File: config.mk
export PLATFORM = sky130hd
export DESIGN_NAME = dram_dual_port_arbiter
export DESIGN_NICKNAME = d
export VERILOG_FILES = /design/src/hdl/dram_arb_pkg.sv /design/src/hdl/dram_dual_port_arbiter.sv
export SDC_FILE = /design/constraint.sdc
export NUM_CORES = 1
export LEC_CHECK = 0
export ABC_AREA = 1
export BUFFER_PORTS_ARGS = -buffer_cell sky130_fd_sc_hd__buf_2
export CAP_MARGIN = 20
export CORE_MARGIN = 3
export CORE_UTILIZATION = 48
export CTS_BUF_LIST = sky130_fd_sc_hd__clkbuf_8
export DETAILED_ROUTE_END_ITERATION = 8
export PLACE_DENSITY = 0.81
export SLEW_MARGIN = 20
export SYNTH_ARGS = -nofsm -noshare
export SYNTH_HDL_FRONTEND = slang
export SYNTH_SLANG_ARGS = --single-unit
File: constraint.sdc
create_clock -name clk_sys -period 2.5 [get_ports clk_sys]
set_clock_uncertainty 0.1 [all_clocks]
set_input_delay 0.25 -clock clk_sys [delete_from_list [all_inputs] [get_ports clk_sys]]
set_output_delay 0.25 -clock clk_sys [all_outputs]
set_load 0.01 [all_outputs]
File: src/hdl/dram_arb_pkg.sv
// Package with the types and constants of the dual-port DRAM arbiter.
package dram_arb_pkg;

    // Grant encoding: low means the first port owns the array.
    localparam logic GRANT_FIRST = 1'b0;
    localparam logic GRANT_SECOND = 1'b1;
    localparam logic GRANT_RST = GRANT_FIRST;

    // Grant-to-strobe delay selections, in clock edges after the grant asserts.
    localparam logic [1:0] START_EDGES_MIN = 2'h1;
    localparam logic [1:0] START_EDGES_MAX = 2'h2;

    // Depth of the synchroniser on the delay-line clock domain's refresh demand.
    localparam int SYNC_DEPTH = 3;

    // Gray-coded arbiter states for the second port's access.
    typedef enum logic [1:0] {
        ST_IDLE = 2'b00,
        ST_WAIT = 2'b01,
        ST_ACCESS = 2'b11,
        ST_HOLD = 2'b10
    } arb_state_t;

    // First-port request group, active high after pin inversion.
    typedef struct packed {
        logic chip_select;
        logic addr_strobe;
        logic request;
        logic lock;
    } first_port_t;

    // Strobe outputs of the second port's access.
    typedef struct packed {
        logic row_strobe;
        logic col_strobe;
        logic early_ack;
    } strobe_out_t;

endpackage

File: src/hdl/dram_dual_port_arbiter.sv
// Dual-port DRAM arbiter sharing one array between two ports and refresh.
// Contract
// - Refresh first, granted port next, other last.
// - Last granted port keeps grant until other requests.
// - Second port request input starts an access.
// - Granted second port strobes row on request.
// - Column strobes extend while column enables stay asserted.
// - Ungranted start: one or two edges after grant.
// - Grant moves when first idle, unlocked, second requesting.
// - Chip select with strobe or request: first request.
// - Early ack follows row strobe until request release.
// - Grant high means second port owns array.
// - Grant changes after current request negates, before strobe.
// - Lock freezes grant but never blocks refresh.
// - Ungranted or locked-out port receives wait states.
// - Access and delay clocks shared or asynchronous.
`timescale 1ns/1ns
module dram_dual_port_arbiter #(
    // Stages of the refresh-demand synchroniser.
    parameter int SYNC_STAGES = dram_arb_pkg::SYNC_DEPTH
) (
    // Clock and reset.
    input wire logic clk_sys,
    input wire logic rstn,
    // First port, active high, synchronous to clk_sys.
    input wire dram_arb_pkg::first_port_t first_port,
    // Second port request, active high, decode folded in externally.
    input wire logic second_port_request,
    // Refresh demand from the delay-line clock domain.
    input wire logic refresh_demand,
    input wire logic refresh_busy,
    // Precharge still running for the bank being addressed.
    input wire logic precharge_wait,
    // Column enables and their programmed extension option.
    input wire logic column_enable_first,
    input wire logic column_enable_n,
    input wire logic cas_extend_cfg,
    // Grant delay selection: 0 for one edge, 1 for two.
    input wire logic grant_delay_cfg_low,
    input wire logic grant_delay_cfg_high,
    // Outputs.
    output logic second_port_grant,
    output logic second_port_early_ack,
    output logic row_strobe,
    output logic col_strobe,
    output logic first_port_wait,
    output logic refresh_grant
);

    typedef struct packed {
        dram_arb_pkg::arb_state_t state;
        logic grant;
        logic [1:0] start_cnt;
        dram_arb_pkg::strobe_out_t strobes;
        logic [SYNC_STAGES-1:0] ref_sync;
        logic ref_seen;
        logic ref_active;
    } arb_reg_t;

    // The level detector reads the last two stages, so fewer than three would read a metastable flop.
    if (SYNC_STAGES < 3) begin : g_sync_depth_check
        $error("refresh synchroniser needs at least three stages");
    end

    arb_reg_t cur_ff;
    arb_reg_t nxt_cur;

    logic first_req;
    logic ref_level;
    logic [1:0] start_target;
    logic col_hold;

    // Chip select qualifies either strobe or request.
    assign first_req = first_port.chip_select & (first_port.addr_strobe | first_port.request);
    // A change counts once the second and third stages agree.
    assign ref_level = cur_ff.ref_seen;
    assign start_target = grant_delay_cfg_low ? dram_arb_pkg::START_EDGES_MAX : dram_arb_pkg::START_EDGES_MIN;
    assign col_hold = cas_extend_cfg & column_enable_first & column_enable_n;

    always_comb begin
        nxt_cur = cur_ff;
        nxt_cur.ref_sync = {cur_ff.ref_sync[SYNC_STAGES-2:0], refresh_demand};
        // Waiting for two agreeing stages keeps one metastable sample from starting or ending a refresh.
        if (cur_ff.ref_sync[SYNC_STAGES-1] == cur_ff.ref_sync[SYNC_STAGES-2]) begin
            nxt_cur.ref_seen = cur_ff.ref_sync[SYNC_STAGES-1];
        end
        // Refresh owns the array first, whatever the lock says.
        // It is taken only from idle, so a running access is never cut short.
        if (ref_level && cur_ff.state == dram_arb_pkg::ST_IDLE) begin
            nxt_cur.ref_active = 1'b1;
        end else if (!ref_level && !refresh_busy) begin
            nxt_cur.ref_active = 1'b0;
        end
        unique case (cur_ff.state)
            dram_arb_pkg::ST_IDLE: begin
                if (!cur_ff.ref_active && !ref_level && second_port_request) begin
                    if (cur_ff.grant == dram_arb_pkg::GRANT_SECOND) begin
                        if (!precharge_wait && !refresh_busy) begin
                            nxt_cur.state = dram_arb_pkg::ST_ACCESS;
                            nxt_cur.strobes = '{row_strobe: 1'b1, col_strobe: 1'b1, early_ack: 1'b1};
                        end
                    end else if (!first_req && !first_port.lock) begin
                        nxt_cur.grant = dram_arb_pkg::GRANT_SECOND;
                        nxt_cur.start_cnt = dram_arb_pkg::START_EDGES_MIN;
                        nxt_cur.state = dram_arb_pkg::ST_WAIT;
                    end
                end else if (first_req && !second_port_request && !first_port.lock
                             && cur_ff.grant == dram_arb_pkg::GRANT_SECOND) begin
                    // The grant returns only on a request from the other port.
                    nxt_cur.grant = dram_arb_pkg::GRANT_FIRST;
                end
            end
            dram_arb_pkg::ST_WAIT: begin
                if (!second_port_request) begin
                    nxt_cur.state = dram_arb_pkg::ST_IDLE;
                end else if (cur_ff.start_cnt >= start_target && !precharge_wait && !first_req) begin
                    nxt_cur.state = dram_arb_pkg::ST_ACCESS;
                    nxt_cur.strobes = '{row_strobe: 1'b1, col_strobe: 1'b1, early_ack: 1'b1};
                end else if (cur_ff.start_cnt < start_target) begin
                    nxt_cur.start_cnt = cur_ff.start_cnt + 2'h1;
                end
            end
            dram_arb_pkg::ST_ACCESS: begin
                if (!second_port_request) begin
                    // Release drops row strobe and the early acknowledge.
                    nxt_cur.strobes.row_strobe = 1'b0;
                    nxt_cur.strobes.early_ack = 1'b0;
                    nxt_cur.strobes.col_strobe = col_hold;
                    nxt_cur.state = col_hold ? dram_arb_pkg::ST_HOLD : dram_arb_pkg::ST_IDLE;
                end
            end
            dram_arb_pkg::ST_HOLD: begin
                if (!col_hold) begin
                    nxt_cur.strobes.col_strobe = 1'b0;
                    nxt_cur.state = dram_arb_pkg::ST_IDLE;
                end
            end
        endcase
    end

    // All decisions take effect at the rising access clock edge.
    always_ff @(posedge clk_sys or negedge rstn) begin
        if (!rstn) begin
            cur_ff <= '{state: dram_arb_pkg::ST_IDLE, grant: dram_arb_pkg::GRANT_RST, start_cnt: 2'h0,
                        strobes: '0, ref_sync: '0, ref_seen: 1'b0, ref_active: 1'b0};
        end else begin
            cur_ff <= nxt_cur;
        end
    end

    assign second_port_grant = cur_ff.grant;
    assign second_port_early_ack = cur_ff.strobes.early_ack;
    assign row_strobe = cur_ff.strobes.row_strobe;
    assign col_strobe = cur_ff.strobes.col_strobe;
    assign refresh_grant = cur_ff.ref_active;
    // First port waits while it is not granted or refresh holds the array.
    assign first_port_wait = first_req & (cur_ff.grant | cur_ff.ref_active);

    // Refresh and lock cases are the ones that later edits break most easily.
    a_grant_stable: assert property (@(posedge clk_sys) disable iff (!rstn)
        first_port.lock |=> $stable(second_port_grant))
        else $error("grant moved while locked");
    a_grant_switch: assert property (@(posedge clk_sys) disable iff (!rstn)
        $rose(second_port_grant) |-> $past(second_port_request) && !$past(first_req) && !$past(first_port.lock))
        else $error("grant switched without cause");
    a_grant_return: assert property (@(posedge clk_sys) disable iff (!rstn)
        $fell(second_port_grant) |-> $past(first_req) && !$past(second_port_request) && !$past(first_port.lock))
        else $error("grant returned without cause");
    a_grant_idle: assert property (@(posedge clk_sys) disable iff (!rstn)
        (!first_req && !second_port_request) |=> $stable(second_port_grant))
        else $error("grant moved with no request");
    a_ack_row: assert property (@(posedge clk_sys) disable iff (!rstn)
        second_port_early_ack == row_strobe)
        else $error("early ack differs from row strobe");
    a_ack_hold: assert property (@(posedge clk_sys) disable iff (!rstn)
        (second_port_early_ack && second_port_request) |=> second_port_early_ack)
        else $error("early ack dropped during request");
    a_row_release: assert property (@(posedge clk_sys) disable iff (!rstn)
        (row_strobe && !second_port_request) |=> !row_strobe)
        else $error("row strobe held after release");
    a_granted_start: assert property (@(posedge clk_sys) disable iff (!rstn)
        (cur_ff.state == dram_arb_pkg::ST_IDLE && second_port_grant && second_port_request && !precharge_wait
         && !refresh_busy && !refresh_grant && !ref_level) |=> row_strobe)
        else $error("granted access did not start");
    a_col_extend: assert property (@(posedge clk_sys) disable iff (!rstn)
        (row_strobe && !second_port_request && col_hold) |=> (col_strobe && !row_strobe))
        else $error("column strobe not extended");
    a_col_release: assert property (@(posedge clk_sys) disable iff (!rstn)
        (col_strobe && !row_strobe && !col_hold) |=> !col_strobe)
        else $error("column strobe held after enables dropped");
    a_grant_lead: assert property (@(posedge clk_sys) disable iff (!rstn)
        $rose(row_strobe) |-> second_port_grant && $past(second_port_grant))
        else $error("row strobe without prior grant");
    a_row_needs_grant: assert property (@(posedge clk_sys) disable iff (!rstn)
        row_strobe |-> second_port_grant)
        else $error("row strobe without grant");
    a_first_wait: assert property (@(posedge clk_sys) disable iff (!rstn)
        (first_req && second_port_grant) |-> first_port_wait)
        else $error("first port not waited");
    a_start_bound: assert property (@(posedge clk_sys) disable iff (!rstn)
        ($rose(second_port_grant) && !first_req && !precharge_wait && second_port_request)
        |-> ##[0:2] (row_strobe || !second_port_request || first_req || precharge_wait))
        else $error("access start late");
    a_start_early: assert property (@(posedge clk_sys) disable iff (!rstn)
        $rose(second_port_grant) |-> !row_strobe)
        else $error("access started with grant");
    a_wait_row: assert property (@(posedge clk_sys) disable iff (!rstn)
        (cur_ff.state == dram_arb_pkg::ST_WAIT && (precharge_wait || first_req)) |=> !row_strobe)
        else $error("access started during precharge or first request");
    a_refresh_take: assert property (@(posedge clk_sys) disable iff (!rstn)
        (ref_level && cur_ff.state == dram_arb_pkg::ST_IDLE) |=> refresh_grant)
        else $error("refresh demand not taken");
    a_refresh_excl: assert property (@(posedge clk_sys) disable iff (!rstn)
        refresh_grant |-> !row_strobe)
        else $error("row strobe during refresh");
    a_refresh_first: assert property (@(posedge clk_sys) disable iff (!rstn)
        ((ref_level || refresh_grant) && cur_ff.state == dram_arb_pkg::ST_IDLE) |=> !row_strobe)
        else $error("access started ahead of refresh");

endmodule // dram_dual_port_arbiter

== Word-level counts from Yosys, hierarchy flattened ==
Index checks and enable logic that the tools add are counted.
Widths: inputs -> output; s select.

* $add $sub $neg: 1
* Order comparisons: 2
* Equality and inequality tests: 18
* Mux-type cells: 29
* Bitwise logic cells: 6
* Reduce and logical (&&, ||, !) cells: 28

{| class="wikitable"
|+ Operators with widths
! cell !! number
|-
| $mux 2 || 11
|-
| $reduce_and 7->1 || 3
|-
| $ne 2x2->1 const B || 8
|-
| $mux 3 || 5
|-
| $mux 5 || 3
|-
| $logic_and 1x1->1 || 11
|-
| $pmux 2 s4 || 1
|-
| $logic_not 1->1 || 7
|-
| $ne 2x1->1 const B || 3
|-
| $ne 3x2->1 const B || 2
|-
| $pmux 1 s3 || 2
|-
| $reduce_and 6->1 || 1
|-
| $reduce_bool 2->1 || 3
|-
| $mux 1 || 5
|-
| $and 1x1->1 || 4
|-
| $eq 2x2->1 const B || 2
|-
| $pmux 1 s4 || 1
|-
| $pmux 2 s2 || 1
|-
| $ne 3x3->1 const B || 1
|-
| $reduce_bool 3->1 || 1
|-
| $add 2x1->2 const B || 1
|-
| $eq 2x1->1 const B || 1
|-
| $ge 2x2->1 || 1
|-
| $logic_not 2->1 || 1
|-
| 4 further kinds || 5
|}

* Flip-flop bits (word level): 13
* Output and inout bits: 6
* Logic and storage cells: 93

== Depth between registers and ports, before layout ==
Gate-level depths: netlist of run 1.

* Depth after elaboration: 8
* Depth in mapped cells: 11
* Mapped depth without buffers: 11

== Worst setup path before layout of run 1 ==
Ideal clock, no wire load.

* Kind: flip-flop to flip-flop
* Start: register cur_ff[9] (netlist bit)
* End: register cur_ff[8] (netlist bit)
* Setup time: 117 ps
* Arrival time: 1,196 ps
* Data required time: 2,283 ps
* Slack: 1,087 ps
* Cell stages (with the launch flop): 10
* Path buffers: 0
* Period minus slack after synthesis: 1,413 ps
* Cell sequence: dfrtp_1 > ha_1 > nand2_1 > nand3_1 > nand3_1 > nand2_1 > nand2_2 > nand2_2 > nand2_1 > nand2_1

* Cells in the longest elaborated chain, start to end: 5
* Elaborated cells between the ends (all ways): 7
* Classes of those cells: order compare (2); eq/ne (2); reduce/logical (3)

{| class="wikitable"
|+ Ends and longest elaborated chain
! element !! RTL line !! RTL
|-
| start, declared || dram_dual_port_arbiter.sv:65 || <nowiki>arb_reg_t cur_ff;</nowiki>
|-
| start signal, assigned || dram_dual_port_arbiter.sv:144 || <nowiki>cur_ff <= '{state: dram_arb_pkg::ST_IDLE, grant: dram_arb_pkg::GRANT_RST, start_cnt: 2'h0,</nowiki>
|-
| start signal, assigned || dram_dual_port_arbiter.sv:147 || <nowiki>cur_ff <= nxt_cur;</nowiki>
|-
| $ge 2x2->1 || dram_dual_port_arbiter.sv:116 || <nowiki>end else if (cur_ff.start_cnt >= start_target && !precharge_wait && !first_req) begin</nowiki>
|-
| $logic_and 1x1->1 (2 in a row) || dram_dual_port_arbiter.sv:116 ||
|-
| $ne 2x2->1 (no line) || - ||
|-
| $reduce_and 7->1 (no line) * || - ||
|}

Every way passes the cells marked *; elsewhere a longest branch is shown, timed or not.
A chain may end at the register's enable or synchronous reset.

== Worst setup path in the final report of run 1 ==
* Start: register cur_ff[9] (netlist bit)
* End: register cur_ff, in the netlist col_strobe

* Cells in the longest elaborated chain, start to end: 5

{| class="wikitable"
|+ Ends and longest elaborated chain
! element !! RTL line
|-
| $ge 2x2->1 || dram_dual_port_arbiter.sv:116
|-
| $logic_and 1x1->1 (2 in a row) || dram_dual_port_arbiter.sv:116
|-
| $ne 2x2->1 (no line) || -
|-
| $reduce_and 7->1 (no line) || -
|}

Every way passes these cells.

==> metrics.md, run 1 <==
| Metric | Value |
|---|---|
| Status | finished, final reports clean |
| Core ar. | 1399 um^2 |
| TritonCTS Buffers | 3 |
| Final HPWL DP | 1.284 mm |
| Setup Buffers After CTS | 0 |
| Layout fillers | 130 |
| CP Capture Type | flop |
| Gpl congestion | 0.9172 |
| HP Start | refresh_demand |
| Syn_area_per_cell | 6.853 um^2 |
| Die width | 45.81 um |
| RSZ-0062 raised after global routing | false |
| Row count | 13 |
| Pin count of the biggest net entering global routing | 13 |
| Mapped Area | 760.7 um^2 |
| Initial drt markers | 16 |
| Cts repair resizes | 0 |
| Crit path required time | 2.53 ns |
| Fmax | 610.2 MHz |
| Setup CP Type | flop to flop |
| Sequential area share after synthesis | 39.47% |
| Vias in the first global route | 703 |
| Routed wire per std cell | 11.20 um |
| Clk buf depth | 2 |
| Wirelength, routed | 1.669 mm |
| RR Startpoint | cur_ff[9] |
| Yosys top cell area share | 39.47% |
| Hold Path Depth | 1 |
| Residual DRC count | 0 |
| Most frequent cells after synthesis | 34 x nand2_1, 19 x inv_1, 13 x nand3_1, 12 x dfrtp_1, 9 x nor2_1 |
| Clock slew at the register clock pins of the worst setup and hold paths | 0.06 ns |
| Nets | 152 |
| Die area | 2099 um^2 |
| DP Worst Slack | 0.8878 ns |
| Via count | 806 |
| WP data arrival | 1.67 ns |
| Vias per cell | 5.409 |
| Worst r2r path cells | 8 |
| Tcrit/Tclk final | 65.55% |
| Max rail drop VDD | 0.7718 mV |
| H-tree depth | 1 |
| IO Count | 21 |
| Worst-skew pair later-pin latency | 0.24 ns |
| Initial antenna violation count | 0 |
| # port buffers | 19 |
| Max_slew headroom | 69.27% |
| Worst hold slack | 0.01620 ns |
| Worst setup SP type | flop |
| Worst Hold Class | input port to flop |
| Worst slew pin tran | 0.4561 ns |
| Final Hold Viols | 0 |
| Fraction of registers with async set/reset | 100.0% |
| Static Leak | 0.0005458 uW |
| Yosys reg bits | 12 |
| # setup viols final | 0 |
| First-pass GRT wire length | 2.746 mm |
| Height of the die | 45.81 um |
| Ys flop type | dfrtp_1 |
| Worst-path fanout max | 4 |
| Total Routing Usage GR | 18.13% |
| Fin crit period | 1.639 ns |
| Ys Warns | 0 |
| Antenna viol nets, final | 0 |
| Max Transition Viols Final | 0 |
| Pwr per Cell Area | 1129 nW/um^2 |
| First-pass detailed-route iteration total | 4 |
| Setup_tns | 0 ns |
| Yosys top cell by area | dfrtp_1 |
| Syn Nets | 128 |
| CTS root buffer | clkbuf_8 |
| Worst Setup SP | cur_ff[9] |
| Area Overhead vs Synth | 22.53% |
| Initial Utilization | 54.38% |
| Ant diodes | 0 |
| Clock sink count | 12 |
| Area contributors post-synth | dfrtp_1 39%, nand2_1 17%, inv_1 9.4%, nand3_1 8.6%, nor2_1 4.4% |
| Gr ovfl total | 0 |
| Share of post-route cells with drive strength above 1 | 20.90% |
| CTS tree | done |
| Most frequent cell after synthesis | nand2_1 |
| Tot Pwr | 1052 uW |
| Synth unique cells | 18 |
| Syn Inst Count | 111 |
| Worst setup margin | 0.8613 ns |
| Number of synthesized flops with an enable pin | 0 |
| Max cap viols | 0 |
-- layer usage --
metal | GRT usage, % | vias up | wire length (um)
met5 | 0 | - | 0
met2 | 30.92 | 40 | 769
li1 | - | 398 | -
met4 | 5.114 | 0 | 20
met1 | 23.10 | 364 | 730
met3 | 3.557 | 4 | 149
-- area by class of cell --
| class | count | area [um^2] | area share [%] |
|---|---|---|---|
| clock buffer | 4 | 55.05 | 5.906 |
| tap | 15 | 18.77 | 2.013 |
| multi-input combinational | 79 | 381.6 | 40.94 |
| sequential | 12 | 300.3 | 32.21 |
| inverter | 19 | 71.32 | 7.651 |
| timing repair buffer | 20 | 105.1 | 11.28 |
-- state kept, by name, summed over array words and instances (netlist names) --
name / flops
refresh_grant: 1
ref_level: 1
cur_ff: 7
second_port_grant: 1
col_strobe: 1
row_strobe: 1
-- cells in the final DEF, fill, tap and decap left out --
| cell type | n |
|---|---|
| a21oi_1 | 3 |
| and3_4 | 1 |
| buf_2 | 19 |
| clkbuf_8 | 4 |
| dfrtp_1 | 12 |
| dlygate4sd3_1 | 1 |
| ha_1 | 2 |
| inv_1 | 19 |
| maj3_1 | 1 |
| nand2_1 | 34 |
| nand2_2 | 2 |
| nand3_1 | 13 |
| nand4_1 | 3 |
| nor2_1 | 9 |
| nor2_2 | 2 |
| nor3_1 | 1 |
| o21ai_0 | 5 |
| o21ai_1 | 1 |
| o22ai_1 | 1 |
| xnor2_1 | 1 |
-- timing repair --
item | in CTS | in global routing
hold buffers | 1 | 0
hold endpoints to repair | 12 | 0
setup endpoints to repair | 0 | 0
-- per-stage QoR --
stage	cell area, um^2	utilization (%)	cells
floorplan	760.7	-	111
global placement	867.1	61.99	144
detailed placement	867.1	61.99	144
CTS	932.1	66.64	149
global route	932.1	66.64	149
finish	932.1	66.64	149
-- power by group --
part | internal (uW) | total, uW | switching, uW
clock network | 139 | 214 | 75.0
logic | 194 | 524 | 330
registers | 254 | 314 | 59.7
total | 587 | 1050 | 465
-- cell families after synthesis --
group | after synthesis | synth area share (%)
flops | 12 | 39.47
compound gates | 10 | 6.742
fa+ha+maj | 3 | 4.605
xor+xnor | 1 | 1.152
buf+inv | 20 | 10.36
simple gates | 65 | 37.66
-- worst max-delay path, stage by stage (launching register included) --
cell and delay (ns):
dfrtp_1 0.41, ha_1 0.30, nand2_1 0.07, nand3_1 0.08
nand3_1 0.18, nand2_1 0.18, nand3_1 0.09, nand2_1 0.08
nand2_1 0.04
-- path summary, 6_finish.rpt --
path	end	slack, ns
worst max-delay path	col_strobe	0.86
worst min-delay path	cur_ff[2]	0.02
worst max register to register	col_strobe	0.86
worst min register to register	cur_ff[3]	0.26
max in group asynchronous	col_strobe	1.77
min in group asynchronous	cur_ff[8]	0.31
Note: power is estimated with default switching activity, not from simulation.
==> run 2, diff against run 1 <==
clock period = 1.62 ns   (was 2.5 ns; I/O delays follow)
==> run 2 against run 1 <==
  * Register-to-register slack worse by 0.83 ns
  * Critical path type unchanged
  * Total power rose by 62%
  * Critical endpoint is now cur_ff[8]
  * Core utilization is 3.2 points higher
  * Routed wire length grew 18%
  * Hold slack better by 0.063 ns
  * Clock-buffer cell count stayed put
  * Largest power group unchanged
  * Clock power is 57% higher
  * Via count is 5.1% higher
==> metrics.md, run 2 (synthesis gave the netlist of run 1 again) <==
| Metric | Value |
|---|---|
| Worst path most repeated cell | nand2_1 (unchanged) |
| Antenna viol nets, final | 0 (unchanged) |
| Initial Utilization | 54.38% (unchanged) |
| Multi-input gate area | 401.6 um^2 (was 381.6 um^2) |
| Crit path required time | 1.65 ns (was 2.53 ns) |
| CTS root buffer | clkbuf_8 (unchanged) |
| Tcrit/Tclk final | 97.85% (was 65.55%) |
| Die area | 2099 um^2 (unchanged) |
| Fin crit period | 1.585 ns (was 1.639 ns) |
| Residual DRC count | 0 (unchanged) |
| Max cap viols | 0 (unchanged) |
| Tot Pwr | 1700 uW (was 1052 uW) |
| First-pass detailed-route iteration total | 4 (unchanged) |
| Max_slew headroom | 67.99% (was 69.27%) |
| Clk pwr share | 19.8% (was 20.4%) |
| Final HPWL DP | 1.273 mm (was 1.284 mm) |
| Clock slew at the register clock pins of the worst setup and hold paths | 0.06 ns (about the same) |
| H-tree depth | 1 (unchanged) |
| Setup CP Type | flop to flop (unchanged) |
| CP bufs+invs | 0 (unchanged) |
| Share of post-route cells with drive strength above 1 | 24.09% (was 20.90%) |
| Worst slew pin tran | 0.4752 ns (was 0.4561 ns) |
| CP peak stage delay | 0.38 ns (was 0.41 ns) |
| Clk buf depth | 2 (unchanged) |
| Pin count of the biggest net entering global routing | 13 (unchanged) |
| Vias per cell | 5.572 (was 5.409) |
| WP data arrival | 1.61 ns (was 1.67 ns) |
| Ant diodes | 0 (unchanged) |
| Initial antenna violation count | 0 (unchanged) |
| Row count | 13 (unchanged) |
| Worst-skew pair later-pin latency | 0.25 ns (was 0.24 ns) |
| Setup_tns | 0 ns (unchanged) |
| CTS tree | done (unchanged) |
| Height of the die | 45.81 um (unchanged) |
| Core ar. | 1399 um^2 (unchanged) |
| First-pass GRT wire length | 3.029 mm (was 2.746 mm) |
| Static Leak | 0.0005667 uW (was 0.0005458 uW) |
| Crit-path slowest cell | dfrtp_1 (unchanged) |
| Die width | 45.81 um (unchanged) |
| Worst Hold Class | input port to flop (unchanged) |
| Routed wire per std cell | 12.96 um (was 11.20 um) |
| Pwr per Cell Area | 1740 nW/um^2 (was 1129 nW/um^2) |
| Wirelength, routed | 1.970 mm (was 1.669 mm) |
| Fmax | 630.8 MHz (was 610.2 MHz) |
| Max rail drop VDD | 1.098 mV (was 0.7718 mV) |
| Layout fillers | 119 (was 130) |
| Initial drt markers | 36 (was 16) |
| Total Routing Usage GR | 20.31% (was 18.13%) |
| Vias in the first global route | 737 (was 703) |
| Via count | 847 (was 806) |
| Seq pwr share | 28.3% (was 29.8%) |
| TritonCTS Buffers | 3 (unchanged) |
| FF+latch area | 300.3 um^2 (unchanged) |
| Nets | 155 (was 152) |
| Final Hold Viols | 0 (unchanged) |
| CP delay by family, top | simple AND/OR/NAND/NOR gates (unchanged) |
| Gpl congestion | 0.8936 (was 0.9172) |
| # setup viols final | 0 (unchanged) |
| Post-placement cell area | 874.6 um^2 (was 867.1 um^2) |
| IO Count | 21 (unchanged) |
| Most common cell after layout, fill and taps aside | nand2_1 (unchanged) |
| Internal power | 934.3 uW (was 587.2 uW) |
| Reg with most FFs | cur_ff (unchanged) |
| Worst path cell trace | ha_1 > nand2_1 > nand3_2 > nand3_4 > nand2_1 > nand2_2 > nand2_2 > nand2_1 > nand2_1 (was ha_1 > nand2_1 > nand3_1 > nand3_1 > nand2_1 > nand3_1 > nand2_1 > nand2_1) |
| Status | finished, final reports clean (unchanged) |
| Max Transition Viols Final | 0 (unchanged) |
| # port buffers | 19 (unchanged) |
| Gr ovfl total | 0 (unchanged) |
| Max reg flops | 7 (unchanged) |
| Net Sw Frac | 45.05% (was 44.19%) |
| Commonest non-fill, non-tap cells in the layout | 33 x nand2_1, 19 x inv_1, 19 x buf_2 (was 34 x nand2_1, 19 x inv_1, 19 x buf_2) |
| Final instance area | 977.2 um^2 (was 932.1 um^2) |
| Worst-path fanout max | 4 (unchanged) |
| Final cell count without fillers | 152 (was 149) |
| Worst hold slack | 0.07967 ns (was 0.01620 ns) |
| Placed Cells | 145 (was 144) |
| P_sw | 766.0 uW (was 464.9 uW) |
| Area Overhead vs Synth | 28.45% (was 22.53%) |
| Clock sink count | 12 (unchanged) |
| Worst setup SP type | flop (unchanged) |
| Logic pwr share | 52.0% (was 49.8%) |
| CP Capture Type | flop (unchanged) |
==> run 2: power groups by stage <==
stage / Clock [uW] / Combinational [uW] / Sequential (uW)
6_report: 336 / 884 / 480
5_1_grt: 354 / 985 / 494
4_1_cts: 335 / 831 / 483
3_5_place_dp: 0 / 807 / 484
3_3_place_gp: 0 / 780 / 481
2_1_floorplan: 0 / 584 / 498
==> run 2: worst register-to-register path: stages, from the launching register on <==
cell	delay (ns)
dfrtp_1	0.38
ha_1	0.29
nand2_1	0.11
nand3_2	0.10
nand3_4	0.12
nand2_1	0.08
nand2_2	0.08
nand2_2	0.06
nand2_1	0.08
nand2_1	0.07
==> run 2: routing by layer <==
| metal | up-vias | GRT usage (%) | share of wire, % |
|---|---|---|---|
| met4 | 0 | 5.114 | 3.1 |
| met2 | 46 | 38.16 | 49 |
| li1 | 406 | - | - |
| met3 | 14 | 4.743 | 6.7 |
| met1 | 381 | 22.55 | 41 |
| met5 | - | 0 | 0 |
==> run 2: timing repair <==
action | CTS | global route
hold buffers | 2 | 0
endpoints found under the hold margin | 13 | 0
endpoints found under the setup margin | 1 | 5
setup buffers | 0 | 1
gates resized for setup | 2 | 2
pin swaps | 0 | 2
==> run 2: final cells by class <==
cell class / count / area share, %
well taps: 15 / 1.921
flip-flops and latches: 12 / 30.73
clock buffers: 4 / 5.634
multi-input cells: 79 / 41.10
inverters: 19 / 7.298
repair buffers: 23 / 13.32
==> run 2: per-stage QoR <==
step,utilization (%),worst slack (ns)
after global routing,69.86,-0.04193
after detailed placement,62.52,0.006049
final,69.86,0.03478
after floorplan,-,0.2075
after CTS,68.43,0.05377
after global placement,62.52,0.07941
==> run 2: worst paths after layout <==
path / slack, ns / depth (start not counted) / end / start
worst max-delay path: 0.03 / 9 / cur_ff[8] / cur_ff[9]
worst min-delay path: 0.08 / 3 / refresh_grant / refresh_busy
worst max register to register: 0.03 / 9 / cur_ff[8] / cur_ff[9]
worst min register to register: 0.25 / 0 / cur_ff[3] / cur_ff[2]
max in group asynchronous: 0.95 / 2 / cur_ff[12] / rstn
min in group asynchronous: 0.25 / 2 / second_port_grant / rstn
==> run 3, diff against run 2 <==
ABC_AREA = 0   (was 1)
==> run 3 against run 2 <==
  * The flow now finishes with violations (negative setup slack)
  * Hold slack lost 0.015 ns
  * Die area grew 1.3%
  * Sequential share of layout area shrank 2.3 points
  * Worst setup slack lost 0.10 ns
  * Flip-flop and latch count is the same
  * Combinational power shrank 16%
  * First-iteration DRC count shrank 44%
  * Non-clock buffer count grew 10
  * Register-to-register slack lost 0.10 ns
  * Clock power is essentially flat
  * Maximum frequency shrank 6.2%
  * Core utilization grew 5.6 points
==> metrics.md, run 3 <==
| Metric | Value |
|---|---|
| Status | finished with violations (was finished, final reports clean) |
| Failing checks | negative setup slack |
| Worst setup margin | -0.07011 ns (was 0.03478 ns) |
| Final HPWL DP | 1.297 mm (was 1.273 mm) |
| Pin count of the biggest net entering global routing | 13 (unchanged) |
| Worst Hold Class | input port to flop (unchanged) |
| Max reg flops | 7 (unchanged) |
| Worst-skew pair later-pin latency | 0.24 ns (was 0.25 ns) |
| Static Leak | 0.0004506 uW (was 0.0005667 uW) |
| Clk buf depth | 2 (unchanged) |
| Gpl congestion | 0.8676 (was 0.8936) |
| Post-placement cell area | 912.1 um^2 (was 874.6 um^2) |
| Clock slew at the register clock pins of the worst setup and hold paths | 0.06 ns (about the same) |
| Area Overhead vs Synth | 36.79% (was 28.45%) |
| Ant diodes | 0 (unchanged) |
| Core ar. | 1399 um^2 (unchanged) |
| Crit path required time | 1.65 ns (about the same) |
| Ys flop type | dfrtp_1 (unchanged) |
| RSZ-0062 raised after global routing | true |
| Max cap viols | 0 (unchanged) |
| Vias in the first global route | 736 (was 737) |
| Initial antenna violation count | 0 (unchanged) |
| Fraction of registers with async set/reset | 100.0% (unchanged) |
| Setup_tns | -0.2125 ns (was 0 ns) |
| Commonest non-fill, non-tap cells in the layout | 19 x buf_2, 12 x dfrtp_1, 12 x buf_4 (was 33 x nand2_1, 19 x inv_1, 19 x buf_2) |
| Worst slew pin tran | 0.3252 ns (was 0.4752 ns) |
| Final cell count without fillers | 127 (was 152) |
| WP data arrival | 1.72 ns (was 1.61 ns) |
| Fin crit period | 1.690 ns (was 1.585 ns) |
| Max rail drop VDD | 0.7676 mV (was 1.098 mV) |
| # port buffers | 19 (unchanged) |
| First-pass detailed-route iteration total | 4 (unchanged) |
| Yosys top cell by area | dfrtp_1 (unchanged) |
| Residual DRC count | 0 (unchanged) |
| Die width | 46.11 um (was 45.81 um) |
| Syn_area_per_cell | 9.650 um^2 (was 6.853 um^2) |
| Clock sink count | 12 (unchanged) |
| Wirelength, routed | 2.010 mm (was 1.970 mm) |
| Fmax | 591.7 MHz (was 630.8 MHz) |
| Yosys reg bits | 12 (unchanged) |
| Gr ovfl total | 0 (unchanged) |
| Sequential area share after synthesis | 38.90% (was 39.47%) |
| Mapped Area | 772.0 um^2 (was 760.7 um^2) |
| Worst Setup SP | cur_ff[9] (unchanged) |
| Synth unique cells | 38 (was 18) |
| Syn Nets | 97 (was 128) |
| CTS root buffer | clkbuf_8 (unchanged) |
| Area contributors post-synth | dfrtp_1 39%, o21ai_0 5.8%, ha_1 3.2%, buf_6 2.9%, a21oi_1 2.6% (was dfrtp_1 39%, nand2_1 17%, inv_1 9.4%, nand3_1 8.6%, nor2_1 4.4%) |
| Placed Cells | 118 (was 145) |
| Reg with most FFs | cur_ff (unchanged) |
| Nets | 130 (was 155) |
| IO Count | 21 (unchanged) |
| RR Startpoint | cur_ff[9] (unchanged) |
| Initial drt markers | 20 (was 36) |
| FF+latch area | 300.3 um^2 (unchanged) |
| Via count | 774 (was 847) |
| Vias per cell | 6.094 (was 5.572) |
| Antenna viol nets, final | 0 (unchanged) |
| Die area | 2126 um^2 (was 2099 um^2) |
| CP Capture Type | flop (unchanged) |
| # setup viols final | 4 (was 0) |
| Routed wire per std cell | 15.83 um (was 12.96 um) |
| Layout fillers | 98 (was 119) |
| Number of synthesized flops with an enable pin | 0 (unchanged) |
| Syn Inst Count | 80 (was 111) |
| Multi-input gate area | 457.9 um^2 (was 401.6 um^2) |
| Most frequent cell after synthesis | dfrtp_1 (was nand2_1) |
| Yosys top cell area share | 38.90% (was 39.47%) |
| Tcrit/Tclk final | 104.3% (was 97.85%) |
| Share of post-route cells with drive strength above 1 | 45.54% (was 24.09%) |
| Initial Utilization | 55.19% (was 54.38%) |
| TritonCTS Buffers | 3 (unchanged) |
| Pwr per Cell Area | 1477 nW/um^2 (was 1740 nW/um^2) |
| DP Worst Slack | -0.07532 ns (was 0.006049 ns) |
| Height of the die | 46.11 um (was 45.81 um) |
| Max Transition Viols Final | 0 (unchanged) |
| HP Start | refresh_busy (unchanged) |
| Setup CP Type | flop to flop (unchanged) |
| H-tree depth | 1 (unchanged) |
| Final instance area | 1056 um^2 (was 977.2 um^2) |
| Max_slew headroom | 78.26% (was 67.99%) |
| Row count | 13 (unchanged) |
| Most common cell after layout, fill and taps aside | buf_2 (was nand2_1) |
| First-pass GRT wire length | 2.987 mm (was 3.029 mm) |
| Ys Warns | 0 (unchanged) |
| Final Hold Viols | 0 (unchanged) |
| Total Routing Usage GR | 19.98% (was 20.31%) |
| Most frequent cells after synthesis | 12 x dfrtp_1, 9 x o21ai_0, 5 x inv_1, 5 x nand2_1 (was 34 x nand2_1, 19 x inv_1, 13 x nand3_1, 12 x dfrtp_1, 9 x nor2_1) |
| CTS tree | done (unchanged) |
| Worst setup SP type | flop (unchanged) |
| Worst-path fanout max | 4 (unchanged) |
-- run 3: changes by cell type after synthesis, sizes merged, moves of 3 or more --
cell and delta:
buf +3, inv -14, nand2 -31, nand3 -12, nor2 -6, nor3 +3
o21ai +5
-- run 3: stage by stage --
| step | power (uW) | util [%] | hold slack (ns) |
|---|---|---|---|
| 2_1_floorplan | 899.4 | - | -0.2336 |
| 4_1_cts | 1474 | 73.08 | 0.06619 |
| 5_1_grt | 1650 | 75.49 | 0.1153 |
| 3_5_place_dp | 1088 | 65.21 | -0.04580 |
| 6_report | 1560 | 75.49 | 0.06466 |
| 3_3_place_gp | 1065 | 65.21 | -0.04290 |
-- run 3: worst max-delay path, cell delays in order (launching register included) --
cell and delay (ns):
dfrtp_1 0.42, ha_4 0.30, nand2_2 0.05, or3_4 0.33
a21oi_4 0.17, a2bb2oi_2 0.14, o21ai_1 0.06
-- run 3: path summary, 6_finish.rpt --
| check | depth (start not counted) | slack (ns) | endpoint |
|---|---|---|---|
| setup / recovery | 6 | -0.07 | cur_ff[9] |
| hold / removal | 3 | 0.06 | refresh_grant |
| setup reg to reg | 6 | -0.07 | cur_ff[9] |
| hold reg to reg | 0 | 0.25 | cur_ff[3] |
| max in group asynchronous | 2 | 0.98 | cur_ff[3] |
| min in group asynchronous | 2 | 0.22 | row_strobe |
-- run 3: metal layers --
metal  global-route usage [%]  routed length (um)  vias to the layer above
met5                        0                   0                        -
met4                    11.36                  33                        0
met3                    3.516                 157                        8
met1                    21.93                 850                      365
met2                    35.44                 969                       43
li1                         -                   -                      358
-- run 3: layout make-up --
type                            count  area share, %
Timing Repair Buffer               33          19.43
Sequential cell                    12          28.44
Tap cell                           15          1.777
Multi-Input combinational cell     58          43.37
Clock buffer                        4          5.213
Inverter                            5          1.777
-- run 3: cell families (layout without fill, tap and decap cells) --
group                      count (synthesis)  in the layout  share of synthesized area, %
AOI/OAI and AO/OA                         29             29                         27.39
DFF                                       12             12                         38.90
adders and majority gates                  3              3                         4.538
xor gates and xnor gates                   1              1                         1.135
and+or+nand+nor                           25             25                         20.26
buffers and inverters                     10             42                         7.779
-- run 3: report_power, final --
group | internal (uW) | switching [uW] | total (uW)
clock | 215 | 123 | 339
sequential | 377 | 105 | 483
combinational | 381 | 358 | 739
total | 974 | 586 | 1560
-- run 3: repair_timing --
item	CTS	global route
setup endpoints to repair	5	5
resized for setup	4	5
hold buffers	2	0
hold endpoints to repair	13	0
buffers inserted	1	2
pin swaps	4	4
